File: src/shared/mcbr_map.svh
`ifndef MCBR_MAP_SVH
`define MCBR_MAP_SVH

// Direct special function register addresses
`define MCBR_A_SP 8'h81
`define MCBR_A_DPL 8'h82
`define MCBR_A_DPH 8'h83
`define MCBR_A_EXTENDED_PORT_CONFIGURATION 8'h9F
`define MCBR_A_CFG 8'hAF
`define MCBR_A_PSW 8'hD0
`define MCBR_A_ACC 8'hE0
`define MCBR_A_B 8'hF0

// Reset values
`define MCBR_RST_SP 8'h07
`define MCBR_RST_BYTE 8'h00
`define MCBR_RST_WORD 16'h0000
`define MCBR_RST_CFG 8'h80
`define MCBR_RST_PC 16'h0000

// Configuration field positions
`define MCBR_CFG_KEEP 7
`define MCBR_CFG_UART 6
`define MCBR_CFG_SPI 5
`define MCBR_CFG_MOD 4
`define MCBR_CFG_XR1 1
`define MCBR_CFG_XR0 0
`define MCBR_CFG_WMASK 8'hF3

// Status word field positions
`define MCBR_PSW_CY 7
`define MCBR_PSW_AC 6
`define MCBR_PSW_F0 5
`define MCBR_PSW_RS1 4
`define MCBR_PSW_RS0 3
`define MCBR_PSW_OV 2
`define MCBR_PSW_F1 1
`define MCBR_PSW_P 0

// Carrier timing: core clock and modulation rate in Hz
`define MCBR_CLK_HZ 40000000
`define MCBR_MOD_HZ 38000
`define MCBR_MOD_HALF (`MCBR_CLK_HZ / (2 * `MCBR_MOD_HZ))
`define MCBR_MOD_CW 10

`endif

File: src/shared/mcbr_pkg.sv
package mcbr_pkg;
    // Decoded target of a direct or bit address
    typedef enum logic [2:0] {
        MCBR_T_NONE,
        MCBR_T_SP,
        MCBR_T_DPL,
        MCBR_T_DPH,
        MCBR_T_EXTENDED_PORT_CONFIGURATION,
        MCBR_T_CFG,
        MCBR_T_PSW,
        MCBR_T_ACC
    } mcbr_sel_t;

    // B is kept apart to fit the three-bit code
    typedef enum logic [1:0] {
        MCBR_SRC_REG,
        MCBR_SRC_LIT,
        MCBR_SRC_RAM
    } mcbr_src_t;
endpackage

File: src/shared/mcbr_if.sv
`timescale 1ns/10ps
`default_nettype none
interface mcbr_if;
    logic dp_shadow;
    logic dp_wr_lo;
    logic dp_wr_hi;
    logic dp_wr_word;
    logic [15:0] dp_wdata;
    logic [15:0] dp_rdata;
    logic [1:0] bank;
    logic [2:0] idx;
    logic rg_wr;
    logic [7:0] rg_wdata;
    logic [7:0] rg_rdata;

    modport core (
        output dp_shadow, dp_wr_lo, dp_wr_hi, dp_wr_word, dp_wdata,
        input dp_rdata,
        output bank, idx, rg_wr, rg_wdata,
        input rg_rdata
    );
    modport data_pointer_word (
        input dp_shadow, dp_wr_lo, dp_wr_hi, dp_wr_word, dp_wdata,
        output dp_rdata
    );
    modport bankm (
        input bank, idx, rg_wr, rg_wdata,
        output rg_rdata
    );
endinterface
`default_nettype wire

File: src/rtl/mcbr_bank.sv
`timescale 1ns/10ps
`default_nettype none
`include "mcbr_map.svh"
module mcbr_bank (
    input wire logic clk_in,
    input wire logic nrst_in,
    mcbr_if.bankm rb
);
    logic [7:0] ram_r [0:31];
    logic [7:0] rd_r, rd_nxt;
    logic [4:0] addr;

    // Bank bits form the upper part of the low RAM address
    always_comb begin
        addr = {rb.bank, rb.idx};
        rd_nxt = rb.rg_wr ? rb.rg_wdata : ram_r[addr];
    end

    // Storage has no reset, only the read register does
    always_ff @(posedge clk_in) begin
        if (rb.rg_wr) begin
            ram_r[addr] <= rb.rg_wdata;
        end
        if (!nrst_in) begin
            rd_r <= `MCBR_RST_BYTE;
        end else begin
            rd_r <= rd_nxt;
        end
    end

    assign rb.rg_rdata = rd_r;
endmodule
`default_nettype wire

File: src/rtl/mcbr_data_pointer_word.sv
`timescale 1ns/10ps
`default_nettype none
`include "mcbr_map.svh"
module mcbr_data_pointer_word (
    input wire logic clk_in,
    input wire logic nrst_in,
    mcbr_if.data_pointer_word dp
);
    logic [15:0] main_r, main_nxt;
    logic [15:0] shad_r, shad_nxt;
    logic [15:0] act;

    // Only the active pointer moves; the other keeps its value
    always_comb begin
        main_nxt = main_r;
        shad_nxt = shad_r;
        act = dp.dp_shadow ? shad_r : main_r;
        if (dp.dp_wr_word) begin
            act = dp.dp_wdata;
        end else begin
            if (dp.dp_wr_lo) begin
                act[7:0] = dp.dp_wdata[7:0];
            end
            if (dp.dp_wr_hi) begin
                act[15:8] = dp.dp_wdata[15:8];
            end
        end
        if (dp.dp_shadow) begin
            shad_nxt = act;
        end else begin
            main_nxt = act;
        end
    end

    // Read port shows the pointer selected this cycle
    always_ff @(posedge clk_in) begin
        if (!nrst_in) begin
            main_r <= `MCBR_RST_WORD;
            shad_r <= `MCBR_RST_WORD;
        end else begin
            main_r <= main_nxt;
            shad_r <= shad_nxt;
        end
    end

    assign dp.dp_rdata = dp.dp_shadow ? shad_r : main_r;
endmodule
`default_nettype wire

File: src/rtl/mcbr_top.sv
// Functional notes
// - Upper pointer byte, eight bits, reset zero
// - Pointer word is upper and lower bytes
// - Stack pointer byte resets to seven
// - Bit six selects enhanced UART checking
// - Bit five hands shared pins I2C/SPI
// - Bit four enables 38 kHz pin modulation
// - Either low bit enables extended RAM moves
// - Counter resets zero, advances by length
// - Counter not register mapped; jumps load it
// - Opcode held internally, not software visible
// - Four banks in first 32 RAM bytes
// - Register operand one cycle, else two
// - Parity flag always tracks accumulator
// - B feeds multiply and divide operand
// - Status word bits are bit addressable
// - Accesses act on the active pointer
// - Arithmetic results update overflow flag
// - Push pre-increments, pop post-decrements
`timescale 1ns/10ps
`default_nettype none
`include "mcbr_map.svh"
module mcbr_top (
    input wire logic clk_in,
    input wire logic nrst_in,
    input wire logic [7:0] sfr_addr_in,
    input wire logic sfr_wr_in,
    input wire logic [7:0] sfr_wdata_in,
    output logic [7:0] sfr_rdata_out,
    input wire logic [7:0] bit_addr_in,
    input wire logic bit_wr_in,
    input wire logic bit_wdata_in,
    output logic bit_rdata_out,
    input wire logic ir_load_in,
    input wire logic [7:0] opcode_in,
    input wire logic [1:0] op_src_in,
    input wire logic instr_done_in,
    input wire logic [1:0] instr_len_in,
    input wire logic jump_in,
    input wire logic [15:0] jump_addr_in,
    input wire logic acc_wr_in,
    input wire logic [7:0] acc_wdata_in,
    input wire logic b_wr_in,
    input wire logic [7:0] b_wdata_in,
    input wire logic flags_wr_in,
    input wire logic cy_in,
    input wire logic ac_in,
    input wire logic ov_in,
    input wire logic push_in,
    input wire logic pop_in,
    input wire logic dp_shadow_in,
    input wire logic dp_word_wr_in,
    input wire logic [15:0] dp_word_in,
    input wire logic [2:0] wreg_idx_in,
    input wire logic wreg_wr_in,
    input wire logic [7:0] wreg_wdata_in,
    output logic [7:0] wreg_rdata_out,
    output logic [15:0] program_counter_out,
    output logic [7:0] opcode_out,
    output logic [1:0] exec_cycles_out,
    output logic [7:0] acc_out,
    output logic [7:0] b_operand_out,
    output logic [7:0] program_status_word_out,
    output logic [7:0] stack_address_low_out,
    output logic [15:0] data_pointer_word_out,
    output logic uart_enhanced_enable_out,
    output logic serial_port_select_out,
    output logic xram_enable_out,
    output logic [7:0] modulated_pins_out
);
    mcbr_if link ();

    logic [7:0] acc_r, acc_nxt;
    logic [7:0] b_r, b_nxt;
    logic [7:0] psw_r, psw_nxt;
    logic [7:0] sp_r, sp_nxt;
    logic [7:0] cfg_r, cfg_nxt;
    logic [7:0] extended_port_configuration_r, extended_port_configuration_nxt;
    logic [15:0] pc_r, pc_nxt;
    logic [7:0] ir_r, ir_nxt;
    logic [1:0] cyc_r, cyc_nxt;
    logic [`MCBR_MOD_CW-1:0] div_r, div_nxt;
    logic car_r, car_nxt;
    logic [7:0] mod_r, mod_nxt;
    logic [7:0] rd_r, rd_nxt;
    logic bit_r, bit_nxt;
    logic [7:0] bit_byte;
    logic [7:0] bit_new;
    mcbr_pkg::mcbr_sel_t wsel, bsel;
    logic w_is_b, bb_is_b;

    // Shared decode for byte and bit paths; B handled on the side
    function automatic mcbr_pkg::mcbr_sel_t dec(input logic [7:0] a);
        if (a == `MCBR_A_SP) begin
            dec = mcbr_pkg::MCBR_T_SP;
        end else if (a == `MCBR_A_DPL) begin
            dec = mcbr_pkg::MCBR_T_DPL;
        end else if (a == `MCBR_A_DPH) begin
            dec = mcbr_pkg::MCBR_T_DPH;
        end else if (a == `MCBR_A_EXTENDED_PORT_CONFIGURATION) begin
            dec = mcbr_pkg::MCBR_T_EXTENDED_PORT_CONFIGURATION;
        end else if (a == `MCBR_A_CFG) begin
            dec = mcbr_pkg::MCBR_T_CFG;
        end else if (a == `MCBR_A_PSW) begin
            dec = mcbr_pkg::MCBR_T_PSW;
        end else if (a == `MCBR_A_ACC) begin
            dec = mcbr_pkg::MCBR_T_ACC;
        end else begin
            dec = mcbr_pkg::MCBR_T_NONE;
        end
    endfunction

    // Only ACC, B and the status word answer bit addresses
    function automatic logic bit_ok(input logic [7:0] a);
        bit_ok = a[7] && ((a[7:3] == `MCBR_A_PSW >> 3)
            || (a[7:3] == `MCBR_A_ACC >> 3)
            || (a[7:3] == `MCBR_A_B >> 3));
    endfunction

    // Address decode for both access paths
    always_comb begin
        wsel = dec(sfr_addr_in);
        w_is_b = (sfr_addr_in == `MCBR_A_B);
        bsel = dec({bit_addr_in[7:3], 3'b000});
        bb_is_b = ({bit_addr_in[7:3], 3'b000} == `MCBR_A_B);
        if (!bit_ok(bit_addr_in)) begin
            bsel = mcbr_pkg::MCBR_T_NONE;
        end
        if (bb_is_b) begin
            bit_byte = b_r;
        end else if (bsel == mcbr_pkg::MCBR_T_PSW) begin
            bit_byte = psw_r;
        end else if (bsel == mcbr_pkg::MCBR_T_ACC) begin
            bit_byte = acc_r;
        end else begin
            bit_byte = 8'h00;
        end
        bit_new = bit_byte;
        bit_new[bit_addr_in[2:0]] = bit_wdata_in;
    end

    // Architectural registers; software writes win over datapath
    always_comb begin
        acc_nxt = acc_r;
        b_nxt = b_r;
        psw_nxt = psw_r;
        sp_nxt = sp_r;
        cfg_nxt = cfg_r;
        extended_port_configuration_nxt = extended_port_configuration_r;
        if (acc_wr_in) begin
            acc_nxt = acc_wdata_in;
        end
        if (b_wr_in) begin
            b_nxt = b_wdata_in;
        end
        if (flags_wr_in) begin
            psw_nxt[`MCBR_PSW_CY] = cy_in;
            psw_nxt[`MCBR_PSW_AC] = ac_in;
            psw_nxt[`MCBR_PSW_OV] = ov_in;
        end
        if (push_in && !pop_in) begin
            sp_nxt = sp_r + 8'h01;
        end else if (pop_in && !push_in) begin
            sp_nxt = sp_r - 8'h01;
        end
        if (sfr_wr_in) begin
            if (w_is_b) begin
                b_nxt = sfr_wdata_in;
            end else if (wsel == mcbr_pkg::MCBR_T_ACC) begin
                acc_nxt = sfr_wdata_in;
            end else if (wsel == mcbr_pkg::MCBR_T_PSW) begin
                psw_nxt = sfr_wdata_in;
            end else if (wsel == mcbr_pkg::MCBR_T_SP) begin
                sp_nxt = sfr_wdata_in;
            end else if (wsel == mcbr_pkg::MCBR_T_CFG) begin
                cfg_nxt = sfr_wdata_in & `MCBR_CFG_WMASK;
            end else if (wsel == mcbr_pkg::MCBR_T_EXTENDED_PORT_CONFIGURATION) begin
                extended_port_configuration_nxt = sfr_wdata_in;
            end
        end
        if (bit_wr_in) begin
            if (bb_is_b) begin
                b_nxt = bit_new;
            end else if (bsel == mcbr_pkg::MCBR_T_PSW) begin
                psw_nxt = bit_new;
            end else if (bsel == mcbr_pkg::MCBR_T_ACC) begin
                acc_nxt = bit_new;
            end
        end
        // Parity is derived, so a written value never sticks
        psw_nxt[`MCBR_PSW_P] = ^acc_nxt;
    end
    always_ff @(posedge clk_in) begin
        if (!nrst_in) begin
            acc_r <= `MCBR_RST_BYTE;
            b_r <= `MCBR_RST_BYTE;
            psw_r <= `MCBR_RST_BYTE;
            sp_r <= `MCBR_RST_SP;
            cfg_r <= `MCBR_RST_CFG;
            extended_port_configuration_r <= `MCBR_RST_BYTE;
        end else begin
            acc_r <= acc_nxt;
            b_r <= b_nxt;
            psw_r <= psw_nxt;
            sp_r <= sp_nxt;
            cfg_r <= cfg_nxt;
            extended_port_configuration_r <= extended_port_configuration_nxt;
        end
    end

    // Counter and opcode live outside the register map
    always_comb begin
        pc_nxt = pc_r;
        ir_nxt = ir_r;
        cyc_nxt = cyc_r;
        if (jump_in) begin
            pc_nxt = jump_addr_in;
        end else if (instr_done_in) begin
            pc_nxt = pc_r + {14'h0000, instr_len_in};
        end
        if (ir_load_in) begin
            ir_nxt = opcode_in;
            if (op_src_in == mcbr_pkg::MCBR_SRC_REG) begin
                cyc_nxt = 2'h1;
            end else begin
                cyc_nxt = 2'h2;
            end
        end
    end
    always_ff @(posedge clk_in) begin
        if (!nrst_in) begin
            pc_r <= `MCBR_RST_PC;
            ir_r <= `MCBR_RST_BYTE;
            cyc_r <= 2'h1;
        end else begin
            pc_r <= pc_nxt;
            ir_r <= ir_nxt;
            cyc_r <= cyc_nxt;
        end
    end

    // Carrier divider; half period rounds down so rate sits just above
    always_comb begin
        div_nxt = div_r + `MCBR_MOD_CW'(1);
        car_nxt = car_r;
        if (div_r == `MCBR_MOD_CW'(`MCBR_MOD_HALF - 1)) begin
            div_nxt = '0;
            car_nxt = !car_r;
        end
        mod_nxt = 8'h00;
        if (cfg_r[`MCBR_CFG_MOD]) begin
            mod_nxt = extended_port_configuration_r & {8{car_r}};
        end
    end
    always_ff @(posedge clk_in) begin
        if (!nrst_in) begin
            div_r <= '0;
            car_r <= 1'b0;
            mod_r <= 8'h00;
        end else begin
            div_r <= div_nxt;
            car_r <= car_nxt;
            mod_r <= mod_nxt;
        end
    end

    // Read data is registered, so it appears the cycle after the address
    always_comb begin
        rd_nxt = 8'h00;
        if (w_is_b) begin
            rd_nxt = b_r;
        end else if (wsel == mcbr_pkg::MCBR_T_ACC) begin
            rd_nxt = acc_r;
        end else if (wsel == mcbr_pkg::MCBR_T_PSW) begin
            rd_nxt = psw_r;
        end else if (wsel == mcbr_pkg::MCBR_T_SP) begin
            rd_nxt = sp_r;
        end else if (wsel == mcbr_pkg::MCBR_T_DPL) begin
            rd_nxt = link.dp_rdata[7:0];
        end else if (wsel == mcbr_pkg::MCBR_T_DPH) begin
            rd_nxt = link.dp_rdata[15:8];
        end else if (wsel == mcbr_pkg::MCBR_T_CFG) begin
            rd_nxt = cfg_r & `MCBR_CFG_WMASK;
        end else if (wsel == mcbr_pkg::MCBR_T_EXTENDED_PORT_CONFIGURATION) begin
            rd_nxt = extended_port_configuration_r;
        end
        bit_nxt = bit_byte[bit_addr_in[2:0]];
    end
    always_ff @(posedge clk_in) begin
        if (!nrst_in) begin
            rd_r <= 8'h00;
            bit_r <= 1'b0;
        end else begin
            rd_r <= rd_nxt;
            bit_r <= bit_nxt;
        end
    end

    // Pointer and bank hookup
    assign link.dp_shadow = dp_shadow_in;
    assign link.dp_wr_word = dp_word_wr_in;
    assign link.dp_wr_lo = sfr_wr_in && (wsel == mcbr_pkg::MCBR_T_DPL);
    assign link.dp_wr_hi = sfr_wr_in && (wsel == mcbr_pkg::MCBR_T_DPH);
    assign link.dp_wdata = dp_word_wr_in ? dp_word_in
        : {sfr_wdata_in, sfr_wdata_in};
    assign link.bank = psw_r[`MCBR_PSW_RS1:`MCBR_PSW_RS0];
    assign link.idx = wreg_idx_in;
    assign link.rg_wr = wreg_wr_in;
    assign link.rg_wdata = wreg_wdata_in;

    mcbr_data_pointer_word u_data_pointer_word (
        .clk_in(clk_in),
        .nrst_in(nrst_in),
        .dp(link.data_pointer_word)
    );
    mcbr_bank u_bank (
        .clk_in(clk_in),
        .nrst_in(nrst_in),
        .rb(link.bankm)
    );

    // Outputs from flip-flops, but the pointer word passes the shadow mux and xram enable an OR
    assign sfr_rdata_out = rd_r;
    assign bit_rdata_out = bit_r;
    assign wreg_rdata_out = link.rg_rdata;
    assign program_counter_out = pc_r;
    assign opcode_out = ir_r;
    assign exec_cycles_out = cyc_r;
    assign acc_out = acc_r;
    assign b_operand_out = b_r;
    assign program_status_word_out = psw_r;
    assign stack_address_low_out = sp_r;
    assign data_pointer_word_out = link.dp_rdata;
    assign uart_enhanced_enable_out = cfg_r[`MCBR_CFG_UART];
    assign serial_port_select_out = cfg_r[`MCBR_CFG_SPI];
    assign xram_enable_out = cfg_r[`MCBR_CFG_XR1]
        | cfg_r[`MCBR_CFG_XR0];
    assign modulated_pins_out = mod_r;
endmodule
`default_nettype wire

File: config.mk
export PLATFORM = sky130hd
export DESIGN_NAME = mcbr_top
export DESIGN_NICKNAME = d
export VERILOG_FILES = /design/src/shared/mcbr_pkg.sv /design/src/shared/mcbr_if.sv /design/src/rtl/mcbr_bank.sv /design/src/rtl/mcbr_data_pointer_word.sv /design/src/rtl/mcbr_top.sv
export VERILOG_INCLUDE_DIRS = /design/src /design/src/shared
export SDC_FILE = /design/constraint.sdc
export NUM_CORES = 1
export LEC_CHECK = 0
export BUFFER_PORTS_ARGS = -buffer_cell sky130_fd_sc_hd__buf_4
export CAP_MARGIN = 20
export CORE_MARGIN = 3
export CORE_UTILIZATION = 63
export DETAILED_ROUTE_END_ITERATION = 12
export PLACE_DENSITY = 0.85
export SLEW_MARGIN = 20
export SYNTH_ARGS = -nofsm -noshare
export SYNTH_HDL_FRONTEND = slang
export SYNTH_SLANG_ARGS = --single-unit
File: constraint.sdc
create_clock -name clk_in -period 8.19 [get_ports clk_in]
set_clock_uncertainty 0.15 [all_clocks]
set_input_delay 2.457 -clock clk_in [delete_from_list [all_inputs] [get_ports clk_in]]
set_output_delay 2.457 -clock clk_in [all_outputs]
set_load 0.005 [all_outputs]
==> metrics.cfg <==
[routing]
viasPerCell=6.482
routedWlPerCell_um=24.19
drt_iter0_markers=1672
ant_nets=0
firstDrtPassIters=6
drc=0
vias=12613
wl_um=47080

[global_route]
grt_max_degree=82
grt_use_total_pct=30.62
grt_pass1_wl_um=72260
gr-total-overflow=0
first_global_vias=12032
antenna_found_initial=1

[power]
p_comb_share_pct=9.1
swShare_pct=22.41
p_sw_w=0.001001
p_seq_share_pct=49.4
peakVddDrop_uv=237.8
clockPowerShare_pct=41.5
power.density_nw_per_um2=214.6
internal_power_w=0.003466
p_leak_nw=7.910

[worst_setup_path]
slowest_stage=buf_4
path_class=in2out
critPathLaunchType=primary input
crit_top_cell=buf_4
cp.arrival_ns=3.53
path_cells=buf_4, mux2i_1, inv_1, buf_4
end_kind=output port
cp_max_fo=47
cpPeakStageDelay_ns=0.42
critPathRequiredTime_ns=5.58

[synthesis]
synthesis.nets=1496
synthArstFlopShare_pct=0
ys_seq_elements=396
synth_cells=1375
ys.flop_type=edfxtp_1
synthesis.area_sq_um=17780
syn_avg_cell_area_sq_um=12.93
yosysWarnings=0
ys_seq_area_share_pct=58.99
synth_edf_count=256
synth_cell_types=76

[layout]
nets=1663
nFillCells=1661
syn2layout_area_growth_pct=17.04
final_cell_area_sq_um=20810
layout_common_cells=edfxtp_1, buf_4, dfxtp_1
fin_cells=1946
insertedDiodeCount=0
drive_gt1_share_pct=24.97
layout_commonest_cell=edfxtp_1

[placement]
dp_cells=1872
pre_cts_slack_ns=2.127
place_area_sq_um=19460
io_buffers=215
place_hpwl_um=31280
gp_congestion=1.038

[sta]
layout_setup_ws_ns=2.056
period_share_pct=74.90
finalCriticalPeriod_ns=6.134
grt_setup_unrepaired=false
final-setup-viol-count=0
fin_tns_setup_ns=0
worst_pin_slew_ns=0.9667
max_freq_mhz=163.0
hold_viol=0
slew_viol_final=0
maxSlewHeadroom_pct=35.55

[clock_tree]
cts_setup_buffers=0
ctsRootBufferMaster=clkbuf_16
cts_tree=done
numCtsBuffers=40
clock_latency_ns=0.55
cts_max_path_buffers=3
cts_resized=0
htree_levels=2
cts_hold_buf=0
clkSlewWorstSetupHoldPaths_ns=0.06
cts.sinks=396

[worst_hold_path]
hold_path.class=reg2reg

[die]
rows=60
ioPinCount=216
coreArea_sq_um=27330
start_util_pct=65.08
die_width_um=174.0
die_area_sq_um=30280
die_h_um=174.0

[run]
maxCapViolations=0

[status]
outcome=finished clean

-- final timing paths --
path                                                from                                     endpoint  slack [ns]  cells after the start
max                                         dp_shadow_in                     data_pointer_word_out[0]        2.06                      4
min          u_data_pointer_word.main_r[14]$_SDFFE_PN0N_  u_data_pointer_word.main_r[14]$_SDFFE_PN0N_        0.33                      1
max reg2reg                        acc_out[4]$_SDFF_PN0_        program_status_word_out[0]$_SDFF_PN0_        5.74                      8
min reg2reg  u_data_pointer_word.main_r[14]$_SDFFE_PN0N_  u_data_pointer_word.main_r[14]$_SDFFE_PN0N_        0.33                      1
-- final cells by class --
cell class                 count  area [sq um]  share of cell area (%)
clock buffer                  64          1171                   5.627
clock inverter                10         178.9                  0.8596
inverter                      25         93.84                  0.4509
multi-input combinational    859          6763                   32.49
sequential                   396         10490                   50.40
tap                          372         465.4                   2.236
timing repair buffer         220          1652                   7.935
-- critical path: cells and delay by family --
| kind | cells | cell delay, ns |
|---|---|---|
| buf+inv | 3 | 0.66 |
| mux | 1 | 0.40 |
-- routing by layer --
metal,global-route usage (%),up-vias,wire [um]
met5,0,-,10
met1,41.89,6117,17850
li1,-,5503,-
met4,12.03,2,1990
met2,48.82,854,22240
met3,6.247,137,4983
-- state kept, by name (all words and copies together), names as in the netlist, 6 cells and up --
register / flops
acc_out: 8
div_r: 10
cfg_r: 6
stack_address_low_out: 8
modulated_pins_out: 8
program_counter_out: 16
sfr_rdata_out: 8
u_bank.ram_r: 256
extended_port_configuration_r: 8
u_data_pointer_word.main_r: 16
opcode_out: 8
u_bank.rb.rg_rdata: 8
u_data_pointer_word.shad_r: 16
b_operand_out: 8
program_status_word_out: 8
-- through the flow --
stage	util, %	power, W	hold slack, ns
5_1_grt	76.17	0.004597	0.3559
4_1_cts	76.17	0.004479	0.3299
2_1_floorplan	-	0.002465	0.2927
3_5_place_dp	71.23	0.002645	0.3160
6_report	76.17	0.004468	0.3312
3_3_place_gp	71.23	0.002633	0.3051
-- power by group through the flow --
stage / clock network (W) / registers, W / logic (W)
floorplan: 0 / 0.00223 / 0.000233
global placement: 0 / 0.00224 / 0.000389
detailed placement: 0 / 0.00225 / 0.000400
CTS: 0.00187 / 0.00220 / 0.000404
global route: 0.00195 / 0.00221 / 0.000438
finish: 0.00185 / 0.00221 / 0.000408
-- cell usage after synthesis (9+ instances only) --
library cell	n	area, sq um
a211oi_1	12	90.09
clkbuf_1	56	210.2
a21boi_0	18	135.1
o21a_1	12	90.09
o21ai_1	15	75.07
o21ai_0	51	255.2
mux4_2	67	1509
a22oi_1	13	97.59
and2_1	30	187.7
a21oi_1	23	115.1
xor2_1	22	192.7
o211ai_1	25	187.7
xnor2_1	23	201.4
nor2b_1	25	156.4
nand3_1	33	165.2
edfxtp_1	256	7687
o211a_1	36	360.4
nand2_1	109	409.1
and3_1	11	68.82
a221oi_1	17	148.9
nor3_1	9	45.04
inv_1	24	90.09
mux2_2	16	180.2
mux2i_1	64	640.6
buf_2	22	110.1
nand4_1	9	56.30
nand2b_1	14	87.58
nor2_1	100	375.4
dfxtp_1	140	2803
-- kinds of logic after synthesis --
group / share of synthesized area, %
adders and majority gates: 0.5347
muxes: 13.18
and+or+nand+nor: 11.81
buffers and inverters: 2.983
AOI/OAI and AO/OA: 10.29
xor gates and xnor gates: 2.216
DFF: 58.99
(Power assumes the default switching activity.)
